### src/rtl/cgc_pkg.sv
// Package for the clock generation control block: register map, field
// layouts, reset values, encodings and the packed carriers of the ports.
// Assumes a 32-bit APB slave port and oscillator levels synchronous to pclk.
package cgc_pkg;

    // ==========================================================
    // Register indices (printed offsets) and byte addresses
    localparam logic [11:0] CTRL0_IDX = 12'h006;
    localparam logic [11:0] PROT_IDX = 12'h007;
    localparam logic [11:0] AUX_IDX = 12'h008;
    localparam logic [11:0] STAT_IDX = 12'h009;
    localparam logic [11:0] CTRL0_ADDR = {CTRL0_IDX[9:0], 2'b00};
    localparam logic [11:0] PROT_ADDR = {PROT_IDX[9:0], 2'b00};
    localparam logic [11:0] AUX_ADDR = {AUX_IDX[9:0], 2'b00};
    localparam logic [11:0] STAT_ADDR = {STAT_IDX[9:0], 2'b00};

    // ==========================================================
    // Field layouts
    typedef struct packed {
        logic cpu_clk_sub_sel;
        logic wdog_action_sel;
        logic main_osc_stop;
        logic sub_osc_enable;
        logic sub_osc_drive;
        logic wait_periph_gate;
        logic clk_out_sel_hi;
        logic clk_out_sel_lo;
    } cgc_ctrl0_s;

    typedef struct packed {
        logic synth_sel;
        logic synth_run;
        logic osc_stop_detect_en;
        logic internal_osc_sel;
        logic clock_change_lock;
        logic [4:0] cpu_clk_divider;
    } cgc_aux_s;

    typedef struct packed {
        logic osc_lost_flag;
        logic main_osc_running;
        logic sub_osc_running;
        logic int_osc_running;
        logic cpu_on_sub;
    } cgc_stat_s;

    localparam logic [7:0] CTRL0_RESET = 8'h08;
    localparam logic [9:0] AUX_RESET = 10'h008;
    localparam logic [4:0] DIV_BY_8 = 5'h08;
    localparam logic [4:0] DIV_NONE_CODE = 5'h12;
    localparam logic [4:0] DIV_ZERO_CODE = 5'h00;
    localparam logic [4:0] DIV_BY_1 = 5'h01;
    localparam logic [4:0] DIV_BY_16 = 5'h10;
    localparam int unsigned F8_BIT = 2;
    localparam int unsigned F32_BIT = 4;

    // ==========================================================
    // Encodings
    typedef enum logic [1:0] {
        CLKO_GPIO = 2'h0,
        CLKO_SUB = 2'h1,
        CLKO_DIV8 = 2'h2,
        CLKO_DIV32 = 2'h3
    } cgc_clko_e;

    typedef enum logic [1:0] {
        XPIN_BUS_CLK = 2'h0,
        XPIN_ALE = 2'h1,
        XPIN_LOW = 2'h2
    } cgc_xpin_e;

    // Base source mux inputs
    localparam logic [1:0] BASE_MAIN = 2'h0;
    localparam logic [1:0] BASE_INT = 2'h1;
    localparam logic [1:0] BASE_SYNTH = 2'h2;

    // ==========================================================
    // Port carriers
    typedef struct packed {
        logic main_lvl;
        logic sub_lvl;
        logic int_lvl;
        logic synth_lvl;
        logic main_lost;
    } cgc_osc_in_s;

    typedef struct packed {
        logic wait_mode;
        logic stop_mode;
        logic low_power;
        logic ext_bus_mode;
        cgc_xpin_e ext_pin_sel;
        logic bus_clk_lvl;
        logic ale_lvl;
        logic gpio_lvl;
    } cgc_mode_s;

    typedef struct packed {
        logic main_run;
        logic main_out_high;
        logic main_fb_on;
        logic sub_run;
        logic sub_fb_on;
        logic sub_drive_hi;
        logic int_run;
        logic synth_run;
    } cgc_osc_ctl_s;

    typedef struct packed {
        logic cpu_clk;
        logic periph_clk;
        logic periph_div8_clock;
        logic periph_div32_clock;
        logic sub_div32_clock;
        logic sub_rate_clock;
        logic clock_output_pin;
        logic clock_output_is_gpio;
        logic wdog_reset_sel;
    } cgc_clk_out_s;

endpackage

### src/rtl/cgc_clk_switch.sv
// Glitch-free selector for clock levels sampled in the pclk domain.
// Assumes every source level is synchronous to pclk.
`timescale 1ns/10ps
module cgc_clk_switch #(
    parameter int unsigned N = 2,
    parameter int unsigned W = 1
) (
    // Clock and reset
    input wire logic pclk,
    input wire logic presetn,
    // Sources and selection
    input wire logic [N-1:0] src,
    input wire logic [W-1:0] sel,
    // Selected level
    output logic clk_out
);

    typedef struct packed {
        logic [W-1:0] cur;
        logic lvl;
    } cgc_sw_state_s;

    cgc_sw_state_s st;
    cgc_sw_state_s next_st;

    // ==========================================================
    // Switch only while both the old and new level are low, so
    // neither phase is ever cut short
    always_comb begin
        next_st = st;
        if (sel != st.cur && !st.lvl && !src[sel]) begin
            next_st.cur = sel;
        end
        next_st.lvl = src[next_st.cur];
    end

    always_ff @(posedge pclk or negedge presetn) begin
        if (!presetn) begin
            st <= '0;
        end else begin
            st <= next_st;
        end
    end

    assign clk_out = st.lvl;

endmodule

### src/rtl/cgc_clock_ctrl.sv
// Clock generation control: control register 0, protect and auxiliary
// registers on APB, source selection, dividers and the clock output pin.
// Assumes oscillator levels and mode inputs are synchronous to pclk.
`timescale 1ns/10ps

// Overview of operation
// - Reset: main oscillator runs, CPU gets main/8
// - Reset: sub oscillator stopped, feedback resistor off
// - Output select: port, sub, f8, f32
// - Expansion modes: pin gives bus clock, strobe, low
// - Gating bit stops peripheral clocks in wait
// - Sub divided-by-32 clock never gated by wait
// - Drive bit low/high; stop mode forces high
// - Main stop halts oscillator, output high
// - Main stop forces divider eight unless internal
// - Stop bit is not the oscillator status
// - Watchdog action bit, once set, stays set
// - CPU select: sub at one, else divided
// - Lock bit blocks gating, stop, CPU select
// - Stop mode halts all clocks, resistors off
// - Main loss with detection switches to internal
module cgc_clock_ctrl (
    // Clock and reset
    input wire logic pclk,
    input wire logic presetn,
    // APB slave
    input wire logic psel,
    input wire logic penable,
    input wire logic pwrite,
    input wire logic [11:0] paddr,
    input wire logic [31:0] pwdata,
    output logic [31:0] prdata,
    output logic pready,
    output logic pslverr,
    // Oscillators and operating modes
    input wire cgc_pkg::cgc_osc_in_s osc_in,
    input wire cgc_pkg::cgc_mode_s mode,
    // Oscillator controls
    output cgc_pkg::cgc_osc_ctl_s osc_ctl,
    // Clock outputs
    output cgc_pkg::cgc_clk_out_s clk_out,
    output logic [4:0] cpu_clk_divider
);
    import cgc_pkg::*;

    typedef struct packed {
        cgc_ctrl0_s ctrl0;
        cgc_aux_s aux;
        logic prot_en;
        logic lost_flag;
        logic [31:0] rdata;
        logic err;
        logic base_q;
        logic [4:0] div_cnt;
        logic cpu_div_lvl;
        logic pfc_q;
        logic [4:0] pfc_cnt;
        logic sub_q;
        logic [4:0] sub_cnt;
        cgc_osc_ctl_s osc;
        cgc_clk_out_s clk;
    } cgc_state_s;

    cgc_state_s st;
    cgc_state_s next_st;

    logic base_lvl;
    logic cpu_lvl;
    logic [1:0] base_sel;
    logic setup;
    logic access;
    logic wr_ctrl0;
    logic wr_prot;
    logic wr_aux;
    logic mapped;
    logic [4:0] div_n;
    logic stop_q;
    logic pfc_gate;
    logic pfc_lvl;
    cgc_stat_s stat;
    cgc_ctrl0_s wctrl0;
    cgc_aux_s waux;

    // ==========================================================
    // Source selection
    always_comb begin
        if (st.aux.internal_osc_sel) begin
            base_sel = BASE_INT;
        end else if (st.aux.synth_sel) begin
            base_sel = BASE_SYNTH;
        end else begin
            base_sel = BASE_MAIN;
        end
    end

    cgc_clk_switch #(.N(3), .W(2)) u_base_sw (
        .pclk(pclk),
        .presetn(presetn),
        .src({osc_in.synth_lvl & st.osc.synth_run,
              osc_in.int_lvl & st.osc.int_run,
              osc_in.main_lvl & st.osc.main_run}),
        .sel(base_sel),
        .clk_out(base_lvl)
    );

    cgc_clk_switch #(.N(2), .W(1)) u_cpu_sw (
        .pclk(pclk),
        .presetn(presetn),
        .src({osc_in.sub_lvl & st.osc.sub_run, st.cpu_div_lvl}),
        .sel(st.ctrl0.cpu_clk_sub_sel),
        .clk_out(cpu_lvl)
    );

    // ==========================================================
    // APB decode
    assign setup = psel && !penable;
    assign access = psel && penable;
    assign pready = access;
    assign prdata = st.rdata;
    assign pslverr = access && st.err;
    assign mapped = paddr == CTRL0_ADDR || paddr == PROT_ADDR ||
                    paddr == AUX_ADDR || paddr == STAT_ADDR;
    // Protect bit gates control register 0; the rest are always open
    assign wr_ctrl0 = access && pwrite && paddr == CTRL0_ADDR && st.prot_en;
    assign wr_prot = access && pwrite && paddr == PROT_ADDR;
    assign wr_aux = access && pwrite && paddr == AUX_ADDR;
    assign stop_q = mode.stop_mode;

    always_comb begin
        stat.osc_lost_flag = st.lost_flag;
        stat.main_osc_running = st.osc.main_run;
        stat.sub_osc_running = st.osc.sub_run;
        stat.int_osc_running = st.osc.int_run;
        stat.cpu_on_sub = st.ctrl0.cpu_clk_sub_sel;
    end

    // Divider code: no-division code and zero are the two special cases
    always_comb begin
        if (st.aux.cpu_clk_divider == DIV_NONE_CODE) begin
            div_n = DIV_BY_1;
        end else if (st.aux.cpu_clk_divider == DIV_ZERO_CODE) begin
            div_n = DIV_BY_16;
        end else begin
            div_n = st.aux.cpu_clk_divider;
        end
    end

    // Synth also derives from main, so only the internal source survives
    assign pfc_gate = stop_q || (mode.wait_mode && st.ctrl0.wait_periph_gate) ||
                      (st.ctrl0.main_osc_stop && base_sel != BASE_INT);
    assign pfc_lvl = base_lvl && !pfc_gate;

    // ==========================================================
    // Next state
    always_comb begin
        next_st = st;
        wctrl0 = cgc_ctrl0_s'(pwdata[7:0]);
        waux = cgc_aux_s'(pwdata[9:0]);

        // Register read data is captured in the setup phase
        if (setup) begin
            next_st.err = !mapped;
            case (paddr)
                CTRL0_ADDR: next_st.rdata = {24'h00_0000, st.ctrl0};
                PROT_ADDR: next_st.rdata = {31'h0000_0000, st.prot_en};
                AUX_ADDR: next_st.rdata = {22'h00_0000, st.aux};
                STAT_ADDR: next_st.rdata = {27'h000_0000, stat};
                default: next_st.rdata = 32'h0000_0000;
            endcase
        end

        if (wr_prot) begin
            next_st.prot_en = pwdata[0];
        end
        if (wr_aux) begin
            next_st.aux = waux;
            // Writing zero clears the loss flag; a new loss still wins
            if (!pwdata[31]) begin
                next_st.lost_flag = 1'b0;
            end
        end

        if (wr_ctrl0) begin
            next_st.ctrl0.clk_out_sel_lo = wctrl0.clk_out_sel_lo;
            next_st.ctrl0.clk_out_sel_hi = wctrl0.clk_out_sel_hi;
            next_st.ctrl0.sub_osc_drive = wctrl0.sub_osc_drive;
            next_st.ctrl0.sub_osc_enable = wctrl0.sub_osc_enable;
            next_st.ctrl0.wdog_action_sel = st.ctrl0.wdog_action_sel |
                                            wctrl0.wdog_action_sel;
            if (!st.aux.clock_change_lock) begin
                next_st.ctrl0.wait_periph_gate = wctrl0.wait_periph_gate;
                next_st.ctrl0.main_osc_stop = wctrl0.main_osc_stop;
                next_st.ctrl0.cpu_clk_sub_sel = wctrl0.cpu_clk_sub_sel;
                if (wctrl0.main_osc_stop && !st.ctrl0.main_osc_stop &&
                    !st.aux.internal_osc_sel) begin
                    next_st.aux.cpu_clk_divider = DIV_BY_8;
                end
            end
        end

        if (stop_q) begin
            next_st.ctrl0.sub_osc_drive = 1'b1;
            next_st.aux.cpu_clk_divider = DIV_BY_8;
        end

        // Main clock loss moves CPU and peripherals to the internal source
        if (st.aux.osc_stop_detect_en && osc_in.main_lost) begin
            next_st.aux.internal_osc_sel = 1'b1;
            next_st.lost_flag = 1'b1;
        end

        // Oscillator controls
        next_st.osc.main_run = !stop_q && !mode.low_power &&
                               !next_st.ctrl0.main_osc_stop;
        next_st.osc.main_out_high = next_st.ctrl0.main_osc_stop;
        next_st.osc.main_fb_on = !stop_q;
        next_st.osc.sub_run = next_st.ctrl0.sub_osc_enable && !stop_q;
        next_st.osc.sub_fb_on = next_st.ctrl0.sub_osc_enable && !stop_q;
        next_st.osc.sub_drive_hi = next_st.ctrl0.sub_osc_drive;
        next_st.osc.int_run = next_st.aux.internal_osc_sel && !stop_q;
        next_st.osc.synth_run = next_st.aux.synth_run && !stop_q;

        // CPU divider on rising edges of the base source
        next_st.base_q = base_lvl;
        if (base_lvl && !st.base_q) begin
            if (st.div_cnt >= div_n - DIV_BY_1) begin
                next_st.div_cnt = '0;
            end else begin
                next_st.div_cnt = st.div_cnt + DIV_BY_1;
            end
        end
        if (div_n == DIV_BY_1) begin
            next_st.cpu_div_lvl = base_lvl;
        end else begin
            next_st.cpu_div_lvl = next_st.div_cnt < (div_n >> 1);
        end

        // Peripheral f8 and f32
        next_st.pfc_q = pfc_lvl;
        if (pfc_lvl && !st.pfc_q) begin
            next_st.pfc_cnt = st.pfc_cnt + DIV_BY_1;
        end

        // Sub divided by 32 ignores wait gating; stops only with the sub clock
        next_st.sub_q = osc_in.sub_lvl && st.osc.sub_run;
        if (next_st.sub_q && !st.sub_q) begin
            next_st.sub_cnt = st.sub_cnt + DIV_BY_1;
        end

        // Clock outputs
        next_st.clk.cpu_clk = cpu_lvl && !stop_q;
        next_st.clk.periph_clk = pfc_lvl;
        next_st.clk.periph_div8_clock = st.pfc_cnt[F8_BIT];
        next_st.clk.periph_div32_clock = st.pfc_cnt[F32_BIT];
        next_st.clk.sub_div32_clock = st.sub_cnt[F32_BIT];
        next_st.clk.sub_rate_clock = st.sub_q;
        next_st.clk.wdog_reset_sel = st.ctrl0.wdog_action_sel;
        next_st.clk.clock_output_is_gpio = !mode.ext_bus_mode &&
            {st.ctrl0.clk_out_sel_hi, st.ctrl0.clk_out_sel_lo} == CLKO_GPIO;
        if (mode.ext_bus_mode) begin
            case (mode.ext_pin_sel)
                XPIN_BUS_CLK: next_st.clk.clock_output_pin = mode.bus_clk_lvl;
                XPIN_ALE: next_st.clk.clock_output_pin = mode.ale_lvl;
                default: next_st.clk.clock_output_pin = 1'b0;
            endcase
        end else begin
            case ({st.ctrl0.clk_out_sel_hi, st.ctrl0.clk_out_sel_lo})
                CLKO_GPIO: next_st.clk.clock_output_pin = mode.gpio_lvl;
                CLKO_SUB: next_st.clk.clock_output_pin = st.sub_q;
                CLKO_DIV8: next_st.clk.clock_output_pin = st.pfc_cnt[F8_BIT];
                default: next_st.clk.clock_output_pin = st.pfc_cnt[F32_BIT];
            endcase
        end
    end

    // ==========================================================
    // State register
    always_ff @(posedge pclk or negedge presetn) begin
        if (!presetn) begin
            st <= '0;
            st.ctrl0 <= cgc_ctrl0_s'(CTRL0_RESET);
            st.aux <= cgc_aux_s'(AUX_RESET);
            st.osc.main_run <= 1'b1;
            st.osc.main_fb_on <= 1'b1;
        end else begin
            st <= next_st;
        end
    end

    assign osc_ctl = st.osc;
    assign clk_out = st.clk;
    assign cpu_clk_divider = st.aux.cpu_clk_divider;

endmodule

### config.mk
export PLATFORM = sky130hd
export DESIGN_NAME = cgc_clock_ctrl
export DESIGN_NICKNAME = d
export VERILOG_FILES = /design/src/rtl/cgc_pkg.sv /design/src/rtl/cgc_clk_switch.sv /design/src/rtl/cgc_clock_ctrl.sv
export SDC_FILE = /design/constraint.sdc
export NUM_CORES = 1
export LEC_CHECK = 0
export ABC_AREA = 1
export BUFFER_PORTS_ARGS = -buffer_cell sky130_fd_sc_hd__buf_2
export CAP_MARGIN = 20
export CORE_MARGIN = 4
export CORE_UTILIZATION = 50
export CTS_CLUSTER_DIAMETER = 60
export DETAILED_ROUTE_END_ITERATION = 10
export GPL_ROUTABILITY_DRIVEN = 0
export PLACE_DENSITY_LB_ADDON = 0.1
export RECOVER_POWER = 50
export SYNTH_ARGS = -nofsm -noshare
export SYNTH_HDL_FRONTEND = slang
export SYNTH_SLANG_ARGS = --single-unit
### constraint.sdc
create_clock -name pclk -period 2.9 [get_ports pclk]
set_input_delay 0.435 -clock pclk [delete_from_list [all_inputs] [get_ports pclk]]
set_output_delay 0.435 -clock pclk [all_outputs]
set_load 0.02 [all_outputs]
==> results of run 1 <==
[through the flow]
| step | cell area, sq um | worst slack [ns] | utilization (%) |
|---|---|---|---|
| after floorplan | 3970 | 0.225 | - |
| after global placement | 4090 | 0.0319 | 55.2 |
| after detailed placement | 4090 | -0.0202 | 55.2 |
| after CTS | 4280 | 0.0293 | 57.8 |
| after global routing | 4330 | -0.0108 | 58.4 |
| final | 4330 | 0.127 | 58.4 |
[synthesized netlist by cell type (2+ instances only)]
| cell | n | area [sq um] |
|---|---|---|
| nor3_2 | 2 | 20.0 |
| o211ai_1 | 5 | 37.5 |
| inv_1 | 64 | 240 |
| buf_4 | 54 | 405 |
| a31oi_1 | 2 | 12.5 |
| nand4_1 | 5 | 31.3 |
| xnor2_1 | 6 | 52.6 |
| o31ai_1 | 4 | 30.0 |
| nand2_2 | 2 | 12.5 |
| ha_1 | 13 | 163 |
| nor2_1 | 28 | 105 |
| a21oi_1 | 13 | 65.1 |
| inv_2 | 4 | 15.0 |
| o22ai_1 | 3 | 18.8 |
| nand2_1 | 115 | 432 |
| nand3_1 | 20 | 100 |
| nand4_2 | 2 | 25.0 |
| dfrtp_1 | 65 | 1630 |
| o21ai_0 | 21 | 105 |
| o21ai_1 | 7 | 35.0 |
| or2_2 | 2 | 12.5 |
| dfstp_2 | 4 | 105 |
| nor2_2 | 3 | 18.8 |
| xor2_1 | 4 | 35.0 |
| nand3_4 | 2 | 35.0 |
| nor3_1 | 4 | 20.0 |
[registers in the layout (all words and copies together), names as in the netlist]
register and count:
osc_ctl 7, st 28, u_base_sw.clk_out 1, u_cpu_sw.clk_out 1, u_base_sw.st 2, next_st 5, clk_out 9, cpu_clk_divider 5
prdata 10, u_cpu_sw.st 1
[placed cells by master (no fill, tap or decap), types with 9 or more instances in the layout]
cell,netlist,layout
a21oi_1,13,9
nand3_1,20,19
clkbuf_8,0,9
ha_1,13,12
inv_1,64,62
dfrtp_1,65,64
o21ai_0,21,21
buf_2,0,73
nor2_1,28,26
nand2_1,115,112
conb_1,1,22
[power by group through the flow]
stage          clock, mW  sequential [mW]  combinational [mW]
2_1_floorplan          0             1.15               0.406
3_3_place_gp           0             1.17               0.496
3_5_place_dp           0             1.17               0.515
4_1_cts            0.752             1.16               0.532
5_1_grt            0.804             1.17               0.626
6_report           0.732             1.16               0.543
[kinds of logic (layout without fill, tap and decap cells)]
family	after synthesis	in the layout	share of synthesized area [%]
simple gates	191	191	22.6
xor+xnor	10	10	2.25
other cells	1	22	0.0963
compound gates	59	59	8.90
flops	69	69	44.5
fa+ha+maj	13	13	4.18
buf+inv	125	166	17.5
[final cells by class]
cell class                      count  area [sq um]  area share, %
Clock buffer                       10           128           2.95
Tap cell                           99           124           2.86
Clock inverter                      5          52.6           1.21
Timing Repair Buffer               83           425           9.83
Multi-Input combinational cell    295          1610           37.2
Inverter                           68           255           5.90
Sequential cell                    69          1730           40.1
[how the worst max path moves through the flow]
stage | endpoint | startpoint | slack, ns
after floorplan | st[29] | cpu_clk_divider[3] | 0.23
after global placement | st[29] | cpu_clk_divider[3] | 0.03
after detailed placement | st[29] | cpu_clk_divider[3] | -0.02
after CTS | st[29] | cpu_clk_divider[1] | 0.03
after global routing | st[29] | cpu_clk_divider[1] | -0.01
final | st[29] | cpu_clk_divider[3] | 0.13
[metal layers]
metal | part of all wire, % | vias up | GRT usage, %
met5 | 0 | - | 0
met4 | 0.99 | 0 | 5.45
met3 | 7.8 | 8 | 5.32
met2 | 47 | 95 | 29.0
met1 | 45 | 1356 | 25.7
li1 | - | 1528 | -
[timing repair]
action	4_1_cts	5_1_grt
gates resized for setup	3	14
buffers inserted	0	2
pin swaps	0	4
hold buffers	0	0
setup endpoints to repair	1	1
cloned	0	0
==> qor.yml, run 1 <==
timing:
  tns_ns: 0
  slew_headroom_pct: 6.46
  fin_hold_ws_ns: 0.266
  setup-violations-final: 0
  worst_slew_pin_slew_ns: 1.40
  clock_skew_ns: 0.00694
  slew_violations: 0
  post-route-period-util_pct: 95.6
  fin_crit_ns: 2.77
  fmax_ghz: 0.361
  hold_viol_final: 0
floorplan:
  ios: 119
  initial_core_util_pct: 52.5
  std_cell_rows: 31
  chipHeight_um: 96.2
  core-area_sq_um: 7410
  die_area_sq_um: 9260
  die_w_um: 96.2
global_routing:
  gr-total-overflow: 0
  grt_pass1_vias: 2843
  grt_antenna_before_repair: 0
  grt_pass1_wl_um: 13200
  grt_max_degree: 27
  gr-usage-all-layers_pct: 18.8
place:
  dp.cells: 612
  numPortBuffers: 75
  dp_hpwl_um: 6370
cts:
  tritoncts: "yes"
  clockBufferDepth: 2
  cts_made_buffers: 9
  cts.sinks: 69
  ctsRootBufferMaster: "clkbuf_8"
  path_clk_slew_ns: 0.07
  htreeDepth: 3
  insertion_delay_ns: 0.33
layout:
  final_nets: 602
  syn_to_final_growth_pct: 11.2
  n_antenna_cell: 0
  stdcell_count: 629
  drive_above_1_share_pct: 25.3
  fill_cells: 721
worst_setup_path:
  regToRegEndpoint: "st[29]"
  cp_cell_sequence: "nor2_4 > a21oi_2 > inv_2 > ha_4 > nand2_1 > xnor2_1 > ha_1 > nand2_1 > nor2_1 > nand2_1 > nand3_2 > nand2_2 > inv_2 > a21oi_2 > ha_1 > a21oi_1 > o211ai_1 > inv_1 > nand2_1 > nand2_1"
  reg2reg_setup_slack_ns: 0.13
  regToRegStartpoint: "cpu_clk_divider[3]"
  crit_top_cell: "nand2_1"
  worstSetupPathType: "register to register"
  arrival_ns: 3.00
  critical-path-top-delay-family: "adder cells"
  cp.buffers_inverters: 3
  r2r_cells: 20
  cp_num_cells: 20
  slowest_delay_ns: 0.56
  crit_fanout: 5
  crit_required_ns: 3.13
  slowest_stage: "dfstp_2"
  crit_path_end_kind: "register"
  worstSetupStartpointType: "register"
synth:
  ys.flop_type: "dfrtp_1"
  netlist_area_sq_um: 3890
  synth_seq_cells: 69
  ys_types: 40
  synth_edf_count: 0
  seq_area_frac_synth_pct: 44.5
  yosys_warnings: 0
  synthArstFlopShare_pct: 100
  synth_cells: 468
  avgSynthCellArea_sq_um: 8.32
routing:
  drtAntennaViolNets: 0
  drt_first_pass_iters: 4
  drt_wl_total_um: 8200
  via_per_inst: 4.75
  dr.first_iter.drc_count: 136
  vias: 2987
  drc: 0
  wl_per_cell_um: 13.0
power_and_ir_drop:
  p_comb_share_pct: 22.3
  power_switching_mw: 0.768
  seqPwrFrac_pct: 47.6
  p_total_mw: 2.43
  peakVddDrop_uv: 393
  p_clk_share_pct: 30.1
  p_int_mw: 1.66
  powerDensity_nw_per_um2: 562
  switching_share_pct: 31.6
  p_leak_nw: 2.43
run:
  maxCapViolations: 0
hold_path:
  worstHoldPathType: "input port to async pin"
status:
  status: "completed"
Note: power is estimated with default switching activity, not from simulation.
==> run 2: changes to the inputs <==
- MAX_ROUTING_LAYER: not set -> met4
==> run 2 against run 1 <==
  * Sequential cell count is the same
  * Final area is the same
  * Fmax grew 0.12%
  * Cell count is the same
  * Clock power grew 0.7%
  * Non-clock buffer count is the same
  * Combinational power is essentially flat
==> qor.yml, run 2 (synthesis gave the netlist of run 1 again) <==
power_and_ir_drop:
  seqPwrFrac_pct: 47.5  # about the same
  p_int_mw: 1.66  # about the same
  p_leak_nw: 2.43  # unchanged
  switching_share_pct: 31.7  # +0.13 points
  p_comb_share_pct: 22.3  # about the same
  power_switching_mw: 0.772  # +0.63%
  peakVddDrop_uv: 394  # +0.31%
  p_clk_share_pct: 30.2  # about the same
  p_total_mw: 2.44  # +0.20%
  powerDensity_nw_per_um2: 563  # +0.20%
floorplan:
  die_w_um: 96.2  # unchanged
  std_cell_rows: 31  # unchanged
  die_area_sq_um: 9260  # unchanged
  initial_core_util_pct: 52.5  # unchanged
  core-area_sq_um: 7410  # unchanged
  ios: 119  # unchanged
  chipHeight_um: 96.2  # unchanged
timing:
  hold_viol_final: 0  # unchanged
  tns_ns: 0  # unchanged
  post-route-period-util_pct: 95.5  # -0.12 points
  setup-violations-final: 0  # unchanged
  slew_violations: 0  # unchanged
  fmax_ghz: 0.361  # +0.12%
  clock_skew_ns: 0.00616  # -0.000772 ns
  fin_hold_ws_ns: 0.266  # +0.000386 ns
  fin_crit_ns: 2.77  # -0.00336 ns
  worst_slew_pin_slew_ns: 1.41  # +0.00543 ns
  slew_headroom_pct: 6.10  # -0.36 points
cts:
  cts_made_buffers: 9  # unchanged
  htreeDepth: 3  # unchanged
  insertion_delay_ns: 0.33  # about the same
  path_clk_slew_ns: 0.07  # about the same
  ctsRootBufferMaster: "clkbuf_8"
  clockBufferDepth: 2  # unchanged
  tritoncts: "yes"
  cts.sinks: 69  # unchanged
layout:
  regMostFlops: "st"
  drive_above_1_share_pct: 25.3  # unchanged
  final_nets: 602  # unchanged
  final_cell_mix: "nand2_1, buf_2, dfrtp_1"
  final_common_cell: "nand2_1"
  design_area_sq_um: 4330  # unchanged
  largest_register_ffs: 28  # unchanged
  syn_to_final_growth_pct: 11.2  # unchanged
  n_antenna_cell: 0  # unchanged
place:
  dp_hpwl_um: 6370  # unchanged
  place_area_sq_um: 4090  # unchanged
  numPortBuffers: 75  # unchanged
worst_setup_path:
  arrival_ns: 3.00  # about the same
  r2r_cells: 20  # unchanged
  crit_fanout: 5  # unchanged
  worstSetupStartpointType: "register"
  crit_path_end_kind: "register"
  crit_required_ns: 3.13  # about the same
  worstSetupPathType: "register to register"
routing:
  dr.first_iter.drc_count: 157  # +15%
  vias: 2999  # +0.40%
  drt_wl_total_um: 8200  # about the same
  drt_first_pass_iters: 4  # unchanged
  via_per_inst: 4.77  # +0.40%
  drc: 0  # unchanged
  wl_per_cell_um: 13.0  # about the same
  drtAntennaViolNets: 0  # unchanged
run:
  maxCapViolations: 0  # unchanged
global_routing:
  grt_antenna_before_repair: 0  # unchanged
  gr-total-overflow: 0  # unchanged
  grt_pass1_wl_um: 13200  # about the same
  grt_max_degree: 27  # unchanged
  grt_pass1_vias: 2843  # unchanged
  gr-usage-all-layers_pct: 19.4  # +0.54 points
hold_path:
  worstHoldPathType: "input port to async pin"
status:
  status: "completed"
run 2: power groups by stage:
| stage | logic, mW | clock network [mW] | registers, mW |
|---|---|---|---|
| CTS | 0.532 | 0.752 | 1.16 |
| global placement | 0.496 | 0 | 1.17 |
| finish | 0.543 | 0.737 | 1.16 |
| detailed placement | 0.515 | 0 | 1.17 |
| global route | 0.626 | 0.803 | 1.17 |
| floorplan | 0.406 | 0 | 1.15 |
run 2: layout make-up:
type	instances	area [sq um]
flip-flops and latches	69	1730
repair buffers	83	425
fillers	721	3080
inverters	68	255
multi-input cells	295	1610
clock buffers	10	128
well taps	99	124
clock inverters	5	52.6
run 2: path summary, 6_finish.rpt:
kind / startpoint / to / slack (ns)
setup reg to reg: cpu_clk_divider[3] / st[29] / 0.13
max in group asynchronous: presetn / cpu_clk_divider[1] / 0.70
hold / removal: presetn / prdata[3] / 0.27
hold reg to reg: next_st[5] / clk_out[5] / 0.40
setup / recovery: cpu_clk_divider[3] / st[29] / 0.13
min in group pclk: mode[5] / clk_out[1] / 0.28
run 2: critical path: stages, from the launching register on:
cell and delay [ns]:
dfstp_2 0.56, nor2_4 0.05, a21oi_2 0.17, inv_2 0.08, ha_4 0.16, nand2_1 0.07, xnor2_1 0.07, ha_1 0.30
nand2_1 0.07, nor2_1 0.10, nand2_1 0.08, nand3_2 0.07, nand2_2 0.05, inv_2 0.09, a21oi_2 0.05, ha_1 0.31
a21oi_1 0.07, o211ai_1 0.15, inv_1 0.05, nand2_1 0.05, nand2_1 0.05
run 2: stage by stage:
| step | setup WS [ns] | instances | utilization, % |
|---|---|---|---|
| 6_report | 0.130 | 629 | 58.4 |
| 5_1_grt | -0.0108 | 629 | 58.4 |
| 4_1_cts | 0.0293 | 627 | 57.8 |
| 3_5_place_dp | -0.0202 | 612 | 55.2 |
| 3_3_place_gp | 0.0319 | 612 | 55.2 |
| 2_1_floorplan | 0.225 | 489 | - |
run 2: metal layers:
layer / up-vias / GRT usage, % / share of wire (%)
met5: - / - / 0
met4: 0 / 5.57 / 1.1
met3: 9 / 4.61 / 7.0
met2: 96 / 29.2 / 47
met1: 1369 / 26.0 / 45
li1: 1525 / - / -
run 2: what timing repair did:
action,4_1_cts,5_1_grt
setup buffers,0,2
gates resized for setup,3,14
setup endpoints to repair,1,1
hold buffers,0,0
pin swaps,0,4
